`src/logic/apc_pkg.sv`:
```
// Register map, reset values, fields and port states of the amplifier control bank.
package apc_pkg;

   // ==========================================================================
   // Register offsets on the two-wire control port.
   // ==========================================================================
   localparam logic [7:0] ADR_CHIP_IDENTITY = 8'h00;
   localparam logic [7:0] ADR_POWER_STATE_CTRL = 8'h01;
   localparam logic [7:0] ADR_DIGITAL_PATH_CTRL = 8'h02;
   localparam logic [7:0] ADR_VOLUME_CONFIG = 8'h03;

   // ==========================================================================
   // Reset values and writable-bit masks.
   // ==========================================================================
   localparam logic [7:0] RST_CHIP_IDENTITY = 8'h00;
   localparam logic [7:0] RST_POWER_STATE_CTRL = 8'hfd;
   localparam logic [7:0] RST_DIGITAL_PATH_CTRL = 8'h14;
   localparam logic [7:0] RST_VOLUME_CONFIG = 8'h80;
   localparam logic [7:0] WMASK_POWER_STATE_CTRL = 8'hff;
   localparam logic [7:0] WMASK_DIGITAL_PATH_CTRL = 8'hbf;
   localparam logic [7:0] WMASK_VOLUME_CONFIG = 8'h83;

   // ==========================================================================
   // Field positions.
   // ==========================================================================
   localparam int CLIP_HI_MSB = 7;
   localparam int CLIP_HI_LSB = 2;
   localparam int POWER_SLEEP_BIT = 1;
   localparam int AMP_RUN_BIT = 0;
   localparam int HIGHPASS_SKIP_BIT = 7;
   localparam int BOOST_MSB = 5;
   localparam int BOOST_LSB = 4;
   localparam int RATE_SPEED_BIT = 3;
   localparam int FORMAT_MSB = 2;
   localparam int FADE_BIT = 7;
   localparam int MUTE_RIGHT_BIT = 1;
   localparam int MUTE_LEFT_BIT = 0;

   // ==========================================================================
   // Serial input format codes and boost step.
   // ==========================================================================
   localparam logic [2:0] FMT_RJ24 = 3'h0;
   localparam logic [2:0] FMT_RJ20 = 3'h1;
   localparam logic [2:0] FMT_RJ18 = 3'h2;
   localparam logic [2:0] FMT_RJ16 = 3'h3;
   localparam logic [2:0] FMT_I2S = 3'h4;
   localparam logic [2:0] FMT_LJ = 3'h5;
   localparam logic [4:0] BOOST_STEP_DB = 5'h06;

   // ==========================================================================
   // Control-port byte engine states.
   // ==========================================================================
   typedef enum logic [2:0] {
      ST_IDLE = 3'b000,
      ST_DEV = 3'b001,
      ST_REG = 3'b010,
      ST_WR = 3'b011,
      ST_RD = 3'b100,
      ST_ACK = 3'b101,
      ST_MACK = 3'b110
   } apc_state_e;

endpackage : apc_pkg

```
`src/logic/apc_ctrl_regs.sv`:
```
// Two-wire control port slave and the first four amplifier registers.
`timescale 1ns/1ps
// Function
// [RULE1] Identity register at zero is read-only.
// [RULE2] Power bits 7:2 give threshold's upper bits.
// [RULE3] Sleep disables power stage, standby stays.
// [RULE4] Cleared run bit shuts both domains.
// [RULE5] Bit 7 set skips the high-pass filter.
// [RULE6] Host leaves reserved digital bit six zero.
// [RULE7] Boost field adds 0/6/12/18 dB.
// [RULE8] Speed bit picks single or double rates.
// [RULE9] Format field selects justified or I2S input.
// [RULE10] Host never writes format codes above five.
// [RULE11] Volume register: fade, reserved, two mutes.
// [RULE12] Channel mute drives outputs to half duty.
// [RULE13] Fade bit enables fading, resets to one.
// [RULE14] Reset restores defaults before any access.
// [RULE15] Writes touch only the writable bits.
module apc_ctrl_regs
   import apc_pkg::*;
#(
   parameter logic [6:0] DEV_ADDR = 7'h2a
) (
   input wire logic ref_clk_i,
   input wire logic rstn_i,
   input wire logic scl_i,
   input wire logic sda_i,
   output logic sda_o,
   output logic sda_oe_o,
   input wire logic [13:0] clip_threshold_low_i,
   output logic [19:0] clip_threshold_level_o,
   output logic power_stage_enable_o,
   output logic low_voltage_standby_o,
   output logic digital_supply_domain_en_o,
   output logic power_stage_supply_domain_en_o,
   output logic highpass_skip_o,
   output logic [4:0] boost_db_o,
   output logic rate_speed_select_o,
   output logic [2:0] input_format_o,
   output logic fade_enable_o,
   output logic mute_left_o,
   output logic mute_right_o
);

   // ==========================================================================
   // Register storage.
   // ==========================================================================
   logic [7:0] power_state_ctrl_r; // Clip upper bits, sleep and run.
   logic [7:0] digital_path_ctrl_r; // Path controls; bit 6 held at zero.
   logic [7:0] volume_config_r; // Fade and mutes; bits 6:2 held at zero.

   // Read value of a register, with unmapped offsets reading zero.
   function automatic logic [7:0] rd_data(input logic [7:0] adr, input logic [7:0] pwr, input logic [7:0] dig,
                                          input logic [7:0] vol);
      case (adr)
         ADR_CHIP_IDENTITY: rd_data = RST_CHIP_IDENTITY; // [RULE1]
         ADR_POWER_STATE_CTRL: rd_data = pwr;
         ADR_DIGITAL_PATH_CTRL: rd_data = dig;
         ADR_VOLUME_CONFIG: rd_data = vol;
         default: rd_data = 8'h00;
      endcase
   endfunction : rd_data

   // Merges a written byte through the writable-bit mask.
   function automatic logic [7:0] merge(input logic [7:0] cur, input logic [7:0] wd, input logic [7:0] mask);
      merge = (cur & ~mask) | (wd & mask);
   endfunction : merge

   // ==========================================================================
   // Pin synchronisers and bus condition detection.
   // ==========================================================================
   logic scl_lvl; // Filtered clock line.
   logic sda_lvl; // Filtered data line.
   logic scl_d_r; // Previous filtered clock line.
   logic sda_d_r; // Previous filtered data line.
   logic scl_rise; // Clock line rose.
   logic scl_fall; // Clock line fell.
   logic bus_start; // Data fell while clock high.
   logic bus_stop; // Data rose while clock high.

   apc_pin_sync #(
      .RESET_LEVEL(1'b1)
   ) u_scl_sync (
      .ref_clk_i(ref_clk_i),
      .rstn_i(rstn_i),
      .pin_i(scl_i),
      .level_o(scl_lvl)
   );

   apc_pin_sync #(
      .RESET_LEVEL(1'b1)
   ) u_sda_sync (
      .ref_clk_i(ref_clk_i),
      .rstn_i(rstn_i),
      .pin_i(sda_i),
      .level_o(sda_lvl)
   );

   // Previous filtered levels, for edge detection.
   always_ff @(posedge ref_clk_i) begin
      if (!rstn_i) begin
         scl_d_r <= 1'b1;
         sda_d_r <= 1'b1;
      end else begin
         scl_d_r <= scl_lvl;
         sda_d_r <= sda_lvl;
      end
   end

   assign scl_rise = scl_lvl & ~scl_d_r;
   assign scl_fall = ~scl_lvl & scl_d_r;
   assign bus_start = scl_lvl & scl_d_r & sda_d_r & ~sda_lvl;
   assign bus_stop = scl_lvl & scl_d_r & ~sda_d_r & sda_lvl;

   // ==========================================================================
   // Byte engine.
   // ==========================================================================
   apc_state_e state_r; // Engine state.
   apc_state_e after_ack_r; // State after the acknowledge slot.
   logic [2:0] bit_cnt_r; // Bits seen in the current byte.
   logic [7:0] shift_r; // Bits in and out.
   logic [7:0] reg_ptr_r; // Register pointer, auto-incremented.
   logic ack_pend_r; // Acknowledge is due at the next clock fall.
   logic load_r; // Fetch the next read byte at the next fall.
   logic wr_stb; // A data byte completes in this cycle.
   logic [7:0] wr_byte; // Received byte with the current bit.
   logic [7:0] rd_byte; // Read value at the pointer.

   assign wr_byte = {shift_r[6:0], sda_lvl};
   assign wr_stb = scl_rise & (state_r == ST_WR) & (bit_cnt_r == 3'h7);
   assign rd_byte = rd_data(reg_ptr_r, power_state_ctrl_r, digital_path_ctrl_r, volume_config_r);

   // Start and stop conditions take priority; bits move on clock edges.
   always_ff @(posedge ref_clk_i) begin
      if (!rstn_i) begin
         state_r <= ST_IDLE; // [RULE14]
         after_ack_r <= ST_IDLE;
         bit_cnt_r <= 3'h0;
         shift_r <= 8'h00;
         reg_ptr_r <= 8'h00;
         ack_pend_r <= 1'b0;
         load_r <= 1'b0;
      end else if (bus_start) begin
         state_r <= ST_DEV;
         bit_cnt_r <= 3'h0;
         ack_pend_r <= 1'b0;
      end else if (bus_stop) begin
         state_r <= ST_IDLE;
         ack_pend_r <= 1'b0;
      end else if (scl_rise) begin
         case (state_r)
            // Address, pointer and data bytes are shifted in MSB first.
            ST_DEV, ST_REG, ST_WR: begin
               shift_r <= wr_byte;
               bit_cnt_r <= bit_cnt_r + 3'h1;
               if (bit_cnt_r == 3'h7) begin
                  ack_pend_r <= 1'b1;
                  if (state_r == ST_DEV) begin
                     if (wr_byte[7:1] != DEV_ADDR) begin
                        state_r <= ST_IDLE;
                        ack_pend_r <= 1'b0;
                     end
                     after_ack_r <= wr_byte[0] ? ST_RD : ST_REG;
                  end else if (state_r == ST_REG) begin
                     reg_ptr_r <= wr_byte;
                     after_ack_r <= ST_WR;
                  end else begin
                     reg_ptr_r <= reg_ptr_r + 8'h01;
                     after_ack_r <= ST_WR;
                  end
               end
            end
            // Read bits are counted as the master samples them.
            ST_RD: begin
               bit_cnt_r <= bit_cnt_r + 3'h1;
               if (bit_cnt_r == 3'h7) begin
                  state_r <= ST_MACK;
               end
            end
            // A master acknowledge asks for the next byte; a refusal ends the read.
            ST_MACK: begin
               if (!sda_lvl) begin
                  state_r <= ST_RD;
                  reg_ptr_r <= reg_ptr_r + 8'h01;
                  load_r <= 1'b1;
               end else begin
                  state_r <= ST_IDLE;
               end
            end
            default: begin
               bit_cnt_r <= bit_cnt_r;
            end
         endcase
      end else if (scl_fall) begin
         if (ack_pend_r) begin
            // The acknowledge slot opens.
            state_r <= ST_ACK;
            ack_pend_r <= 1'b0;
         end else if (state_r == ST_ACK) begin
            // The acknowledge slot closes; a read drives its first bit now.
            state_r <= after_ack_r;
            bit_cnt_r <= 3'h0;
            if (after_ack_r == ST_RD) begin
               shift_r <= {rd_byte[6:0], 1'b0};
            end
         end else if (state_r == ST_RD) begin
            shift_r <= load_r ? {rd_byte[6:0], 1'b0} : {shift_r[6:0], 1'b0};
            load_r <= 1'b0;
         end
      end
   end

   // ==========================================================================
   // Open-drain data line.
   // ==========================================================================
   // The line is only ever pulled low; the enable carries the bit.
   always_ff @(posedge ref_clk_i) begin
      if (!rstn_i) begin
         sda_o <= 1'b0;
         sda_oe_o <= 1'b0;
      end else if (bus_start || bus_stop) begin
         sda_o <= 1'b0;
         sda_oe_o <= 1'b0;
      end else if (scl_fall) begin
         sda_o <= 1'b0;
         if (ack_pend_r) begin
            sda_oe_o <= 1'b1;
         end else if (state_r == ST_ACK) begin
            sda_oe_o <= (after_ack_r == ST_RD) ? ~rd_byte[7] : 1'b0;
         end else if (state_r == ST_RD) begin
            sda_oe_o <= load_r ? ~rd_byte[7] : ~shift_r[7];
         end else begin
            sda_oe_o <= 1'b0;
         end
      end
   end

   // ==========================================================================
   // Register writes.
   // ==========================================================================
   // Each register takes only its writable bits.
   always_ff @(posedge ref_clk_i) begin
      if (!rstn_i) begin
         power_state_ctrl_r <= RST_POWER_STATE_CTRL; // [RULE14]
         digital_path_ctrl_r <= RST_DIGITAL_PATH_CTRL; // [RULE14]
         volume_config_r <= RST_VOLUME_CONFIG; // [RULE14]
      end else if (wr_stb) begin
         case (reg_ptr_r)
            ADR_POWER_STATE_CTRL: begin
               power_state_ctrl_r <= merge(power_state_ctrl_r, wr_byte, WMASK_POWER_STATE_CTRL); // [RULE2]
            end
            ADR_DIGITAL_PATH_CTRL: begin
               digital_path_ctrl_r <= merge(digital_path_ctrl_r, wr_byte, WMASK_DIGITAL_PATH_CTRL); // [RULE15]
            end
            ADR_VOLUME_CONFIG: begin
               volume_config_r <= merge(volume_config_r, wr_byte, WMASK_VOLUME_CONFIG); // [RULE11] [RULE15]
            end
            default: begin
               power_state_ctrl_r <= power_state_ctrl_r; // [RULE1]
            end
         endcase
      end
   end

   // ==========================================================================
   // Registered control outputs.
   // ==========================================================================
   apc_path_cfg u_path_cfg (
      .ref_clk_i(ref_clk_i),
      .rstn_i(rstn_i),
      .power_state_ctrl_i(power_state_ctrl_r),
      .digital_path_ctrl_i(digital_path_ctrl_r),
      .volume_config_i(volume_config_r),
      .clip_threshold_low_i(clip_threshold_low_i),
      .clip_threshold_level_o(clip_threshold_level_o),
      .power_stage_enable_o(power_stage_enable_o),
      .low_voltage_standby_o(low_voltage_standby_o),
      .digital_supply_domain_en_o(digital_supply_domain_en_o),
      .power_stage_supply_domain_en_o(power_stage_supply_domain_en_o),
      .highpass_skip_o(highpass_skip_o),
      .boost_db_o(boost_db_o),
      .rate_speed_select_o(rate_speed_select_o),
      .input_format_o(input_format_o),
      .fade_enable_o(fade_enable_o),
      .mute_left_o(mute_left_o),
      .mute_right_o(mute_right_o)
   );

endmodule : apc_ctrl_regs

```
`src/logic/apc_path_cfg.sv`:
```
// Registered decode of the registers into control levels.
`timescale 1ns/1ps
module apc_path_cfg
   import apc_pkg::*;
(
   input wire logic ref_clk_i,
   input wire logic rstn_i,
   input wire logic [7:0] power_state_ctrl_i,
   input wire logic [7:0] digital_path_ctrl_i,
   input wire logic [7:0] volume_config_i,
   input wire logic [13:0] clip_threshold_low_i,
   output logic [19:0] clip_threshold_level_o,
   output logic power_stage_enable_o,
   output logic low_voltage_standby_o,
   output logic digital_supply_domain_en_o,
   output logic power_stage_supply_domain_en_o,
   output logic highpass_skip_o,
   output logic [4:0] boost_db_o,
   output logic rate_speed_select_o,
   output logic [2:0] input_format_o,
   output logic fade_enable_o,
   output logic mute_left_o,
   output logic mute_right_o
);

   // Extra gain in dB for a boost code: six dB per step.
   function automatic logic [4:0] boost_db(input logic [1:0] code);
      boost_db = 5'(BOOST_STEP_DB * code);
   endfunction : boost_db

   // ==========================================================================
   // Power and supply domain control.
   // ==========================================================================
   logic run_on; // Amplifier is not shut down.
   logic sleep_on; // Power stage is asleep.
   assign run_on = power_state_ctrl_i[AMP_RUN_BIT];
   assign sleep_on = power_state_ctrl_i[POWER_SLEEP_BIT];

   // Shutdown drops both domains; sleep drops only the power stage.
   always_ff @(posedge ref_clk_i) begin
      if (!rstn_i) begin
         power_stage_enable_o <= RST_POWER_STATE_CTRL[AMP_RUN_BIT] & ~RST_POWER_STATE_CTRL[POWER_SLEEP_BIT];
         low_voltage_standby_o <= 1'b0;
         digital_supply_domain_en_o <= RST_POWER_STATE_CTRL[AMP_RUN_BIT];
         power_stage_supply_domain_en_o <= RST_POWER_STATE_CTRL[AMP_RUN_BIT];
      end else begin
         power_stage_enable_o <= run_on & ~sleep_on; // [RULE3] [RULE4]
         low_voltage_standby_o <= run_on & sleep_on; // [RULE3]
         digital_supply_domain_en_o <= run_on; // [RULE4]
         power_stage_supply_domain_en_o <= run_on; // [RULE4]
      end
   end

   // ==========================================================================
   // Digital path and volume controls.
   // ==========================================================================
   // Path settings follow the registers one edge later.
   always_ff @(posedge ref_clk_i) begin
      if (!rstn_i) begin
         clip_threshold_level_o <= {RST_POWER_STATE_CTRL[CLIP_HI_MSB:CLIP_HI_LSB], clip_threshold_low_i};
         highpass_skip_o <= RST_DIGITAL_PATH_CTRL[HIGHPASS_SKIP_BIT];
         boost_db_o <= boost_db(RST_DIGITAL_PATH_CTRL[BOOST_MSB:BOOST_LSB]);
         rate_speed_select_o <= RST_DIGITAL_PATH_CTRL[RATE_SPEED_BIT];
         input_format_o <= RST_DIGITAL_PATH_CTRL[FORMAT_MSB:0];
         fade_enable_o <= RST_VOLUME_CONFIG[FADE_BIT];
         mute_left_o <= RST_VOLUME_CONFIG[MUTE_LEFT_BIT];
         mute_right_o <= RST_VOLUME_CONFIG[MUTE_RIGHT_BIT];
      end else begin
         clip_threshold_level_o <= {power_state_ctrl_i[CLIP_HI_MSB:CLIP_HI_LSB], clip_threshold_low_i}; // [RULE2]
         highpass_skip_o <= digital_path_ctrl_i[HIGHPASS_SKIP_BIT]; // [RULE5]
         boost_db_o <= boost_db(digital_path_ctrl_i[BOOST_MSB:BOOST_LSB]); // [RULE7]
         rate_speed_select_o <= digital_path_ctrl_i[RATE_SPEED_BIT]; // [RULE8]
         input_format_o <= digital_path_ctrl_i[FORMAT_MSB:0]; // [RULE9]
         fade_enable_o <= volume_config_i[FADE_BIT]; // [RULE13]
         mute_left_o <= volume_config_i[MUTE_LEFT_BIT]; // [RULE12]
         mute_right_o <= volume_config_i[MUTE_RIGHT_BIT]; // [RULE12]
      end
   end

endmodule : apc_path_cfg

```
`src/logic/apc_pin_sync.sv`:
```
// Three-stage pin synchroniser that accepts a change once the last two stages agree.
`timescale 1ns/1ps
module apc_pin_sync #(
   parameter logic RESET_LEVEL = 1'b1
) (
   input wire logic ref_clk_i,
   input wire logic rstn_i,
   input wire logic pin_i,
   output logic level_o
);

   // ==========================================================================
   // Synchroniser chain.
   // ==========================================================================
   logic meta_r; // First stage, read only by the second stage.
   logic s2_r; // Second stage.
   logic s3_r; // Third stage.

   // The chain shifts the pin in on every edge.
   always_ff @(posedge ref_clk_i) begin
      if (!rstn_i) begin
         meta_r <= RESET_LEVEL;
         s2_r <= RESET_LEVEL;
         s3_r <= RESET_LEVEL;
      end else begin
         meta_r <= pin_i;
         s2_r <= meta_r;
         s3_r <= s2_r;
      end
   end

   // The level moves only when stages two and three agree.
   always_ff @(posedge ref_clk_i) begin
      if (!rstn_i) begin
         level_o <= RESET_LEVEL;
      end else if (s2_r == s3_r) begin
         level_o <= s3_r;
      end
   end

endmodule : apc_pin_sync

```
`config.mk`:
```
export PLATFORM = sky130hd
export DESIGN_NAME = apc_ctrl_regs
export DESIGN_NICKNAME = d
export VERILOG_FILES = /design/src/logic/apc_pkg.sv /design/src/logic/apc_ctrl_regs.sv /design/src/logic/apc_path_cfg.sv /design/src/logic/apc_pin_sync.sv
export SDC_FILE = /design/constraint.sdc
export NUM_CORES = 1
export LEC_CHECK = 0
export BUFFER_PORTS_ARGS = -buffer_cell sky130_fd_sc_hd__buf_2
export CAP_MARGIN = 0
export CORE_ASPECT_RATIO = 1.5
export CORE_UTILIZATION = 30
export CTS_CLUSTER_SIZE = 20
export DETAILED_ROUTE_END_ITERATION = 7
export GPL_TIMING_DRIVEN = 0
export PLACE_DENSITY_LB_ADDON = 0.1
export SETUP_SLACK_MARGIN = 0.1
export SLEW_MARGIN = 20
export SYNTH_ARGS = -nofsm -noshare
export SYNTH_HDL_FRONTEND = slang
export SYNTH_HIERARCHICAL = 1
export SYNTH_SLANG_ARGS = --single-unit
export TNS_END_PERCENT = 20
```
`constraint.sdc`:
```
create_clock -name ref_clk_i -period 2.7 [get_ports ref_clk_i]
set_input_delay 0.54 -clock ref_clk_i [delete_from_list [all_inputs] [get_ports ref_clk_i]]
set_output_delay 0.54 -clock ref_clk_i [all_outputs]
set_load 0.03 [all_outputs]
```
==> impl_metrics.csv <==
group,metric,value,unit
floorplanning,rows,51,
critical_path,cpMaxStageDelayCell,"a21boi_1",
logic_synthesis,muxShareOfSynthArea,1.55,%
final_layout,antennaDiodeCount,0,
placed_design,gp_congestion,0.902,
cts,clkSinkCount,91,
floorplanning,coreArea,12900,um^2
logic_synthesis,ys_types,67,
logic_synthesis,synth_top_family_by_area,"compound AO/OA/AOI/OAI gates",
cts,clock_latency,0.34,ns
timing,clock-skew-final,0.0120,ns
logic_synthesis,synth_adder_area_share,3.17,%
final_layout,final_area,4740,um^2
cts,path_clk_slew,0.07,ns
critical_path,reg2reg_to,"shift_r[7]",
detailed_routing,finalWirelength,11300,um
critical_path,cpMostUsedCell,"buf_2",
logic_synthesis,syn_area,3950,um^2
logic_synthesis,synth-simple-area-share,20.7,%
cts,cts_buffer_depth,2,
logic_synthesis,ys_seq_area_share,46.2,%
logic_synthesis,async_flop_share,0,%
cts,root_buffer,"clkbuf_16",
timing,rsz0062_at_grt,"yes",
timing,min_period,2.48,ns
critical_path,path_max_fanout,9,
logic_synthesis,synth_enable_flop_cells,0,
pwr,p_leak,0.00185,uW
min_path,min_to,"u_path_cfg/clip_threshold_level_o[1]",
floorplanning,initial_core_util,30.6,%
final_layout,post-route-util,36.8,%
critical_path,rr_worst_depth,8,
global_route,first_global_vias,3210,
placed_design,portBuffers,54,
detailed_routing,dr.pass1.iters,5,
final_layout,final_nets,526,
global_route,grt_max_degree,19,
timing,final_max_slew_viol_count,0,
critical_path,startpoint_type,"flip-flop",
timing,fmax,403,MHz
timing,worst_pin_slew,0.848,ns
cts,cts_tree,"built",
critical_path,crit_chain,"inv_1, ha_1, buf_2, nor4b_1, a21boi_1, o21a_1, buf_2, mux2i_1",
cts,postCtsSetupBuffers,0,
cts,cts_hold_buf,0,
timing,min_period_over_period,92.0,%
logic_synthesis,ys_top_cells_by_count,"dfxtp_1 (91), nand3_1 (41), a21oi_1 (29)",
min_path,min_from,"clip_threshold_low_i[1]",
pwr,vdd_drop_max,0.278,mV
run,drv_cap,0,
critical_path,cpPeakStageDelay,0.55,ns
detailed_routing,postRouteAntennaNets,0,
logic_synthesis,ys_top_cells_by_area,"dfxtp_1 (46%), nand3_1 (5.2%), a21oi_1 (3.7%)",
detailed_routing,drc,0,
cts,cts_resized,0,
global_route,antenna_found_initial,0,
global_route,gr-total-overflow,0,
min_path,min_path_type,"in -> reg",
logic_synthesis,synth_xor_area_share,0.222,%
cts,htreeDepth,3,
critical_path,crit_arrival,2.75,ns
logic_synthesis,syn_avg_cell_area,9.11,um^2
global_route,grtUsageTotal,17.1,%
critical_path,end_kind,"flip-flop",
floorplanning,dieArea,13600,um^2
logic_synthesis,synth_top_area_share,46.2,%
timing,setup_tns,0,ns
logic_synthesis,synth_most_common_cell,"dfxtp_1",
critical_path,r2r-start,"scl_d_r",
placed_design,placedInstanceArea,4420,um^2
detailed_routing,routed_via_density,5.26,
critical_path,ff2ff_setup_slack,0.22,ns
logic_synthesis,yosysWarnings,6,
floorplanning,die_w,95.6,um
timing,max_slew_margin,43.5,%
detailed_routing,vias,3482,
floorplanning,ios,57,
logic_synthesis,syn-num-nets,461,
timing,finalHoldViolCount,0,
cts,numCtsBuffers,9,
critical_path,critical_path_class,"reg -> reg",
min_path,holdPathStages,1,
logic_synthesis,synth_top_cell_by_area,"dfxtp_1",
logic_synthesis,ys_ff_latch,91,
logic_synthesis,ys.flop_type,"dfxtp_1",
final_layout,drive_above_1_share,19.9,%
detailed_routing,drt_iter0_markers,217,
floorplanning,die_h,142,um
placed_design,dpl.hpwl,8190,um
pwr,power.density,590,nW/um^2
global_route,grt_pass1_wl,17600,um
logic_synthesis,synthCells,433,
logic_synthesis,synth_compound_area_share,22.7,%
timing,setup_violations,0,
final_layout,fillers,1385,
outcome,status,"finished clean",
detailed_routing,wl_per_cell,17.1,um
final_layout,area_growth,20.2,%
pwr,finalPower,2800,uW
critical_path,worstPathRequired,2.97,ns
-- metal layers --
| layer | global-route usage [%] | wire (um) |
|---|---|---|
| met1 | 19.6 | 4650 |
| met3 | 2.88 | 536 |
| met5 | 0 | 0 |
| met2 | 30.0 | 5720 |
| met4 | 8.33 | 377 |
-- worst max-delay path, delay by kind of cell, from the launching register on --
family | cells | cell delay [ns]
simple gates | 1 | 0.50
buf+inv | 3 | 0.45
flops | 1 | 0.36
compound gates | 2 | 0.72
fa+ha+maj | 1 | 0.18
mux | 1 | 0.19
-- state kept, by name (all words and copies together), names as in the netlist, 3 cells and up --
register	flops
digital_path_ctrl_r	7
state_r	3
shift_r	8
reg_ptr_r	8
after_ack_r	3
power_state_ctrl_r	8
u_path_cfg/input_format_o	3
volume_config_r	3
bit_cnt_r	3
u_path_cfg/clip_threshold_level_o	20
u_path_cfg/boost_db_o	4
-- power by group --
group	total (uW)	switching [uW]	internal [uW]
logic	89.5	63.6	25.9
registers	1360	3.28	1360
clock network	1350	606	746
-- logic make-up after synthesis --
kind of cell,count (synthesis)
and+or+nand+nor,143
AOI/OAI and AO/OA,134
adders and majority gates,10
xor gates and xnor gates,1
muxes,6
DFF,91
other,2
buffers and inverters,46
-- per-stage QoR --
| stage | hold slack [ns] | setup WS [ns] | std cells |
|---|---|---|---|
| final | 0.291 | 0.217 | 662 |
| after global routing | 0.275 | 0.00168 | 662 |
| after CTS | 0.279 | 0.137 | 662 |
| after detailed placement | 0.394 | -0.234 | 646 |
| after global placement | 0.391 | -0.277 | 646 |
| after floorplan | 0.386 | 0.688 | 433 |
-- worst max-delay path by stage --
stage               slack, ns         end  startpoint  depth (start not counted)
floorplan                0.69  shift_r[7]     scl_d_r                          8
global placement        -0.28  state_r[2]      rstn_i                          6
detailed placement      -0.23  state_r[2]      rstn_i                          6
CTS                      0.14  state_r[2]      rstn_i                          6
global route            0.002  shift_r[7]     scl_d_r                          8
finish                   0.22  shift_r[7]     scl_d_r                          8
-- layout by cell type, fill, tap and decap left out, types with 3 or more instances in the layout --
master     netlist  layout
buf_2            4      58
nor2_1           8       8
a21oi_1         29      27
nand3b_1         3       3
nor2b_1          4       4
dfxtp_1         91      91
o21ai_1         11      11
o21ai_0         23      23
a22o_1           5       5
and3_1           4       4
buf_4            4       4
a31o_2           3       3
or3b_2           3       3
inv_1           13      13
a21o_1           8       8
nand2b_1        22      22
nand3_1         41      41
nand2_1         27      27
o221ai_1         6       6
a211oi_1         3       3
mux2i_1          5       5
ha_1            10      10
o211ai_1         7       7
clkbuf_16        0       9
clkbuf_1        22      22
o21a_1           3       3
a222oi_1         3       3
or3_1            4       4
a22oi_1          6       6
a31oi_1          6       6
and2_1          10      10
-- area by class of cell --
| cell class | instances | area [um^2] | share of cell area, % |
|---|---|---|---|
| clock inverter | 7 | 95.1 | 2.00 |
| buffer | 32 | 155 | 3.27 |
| clock buffer | 9 | 225 | 4.75 |
| tap | 159 | 199 | 4.19 |
| timing repair buffer | 54 | 270 | 5.70 |
| inverter | 14 | 52.6 | 1.11 |
| multi-input combinational | 296 | 1920 | 40.6 |
| sequential | 91 | 1820 | 38.4 |
Power figures use the tool's default switching activity.
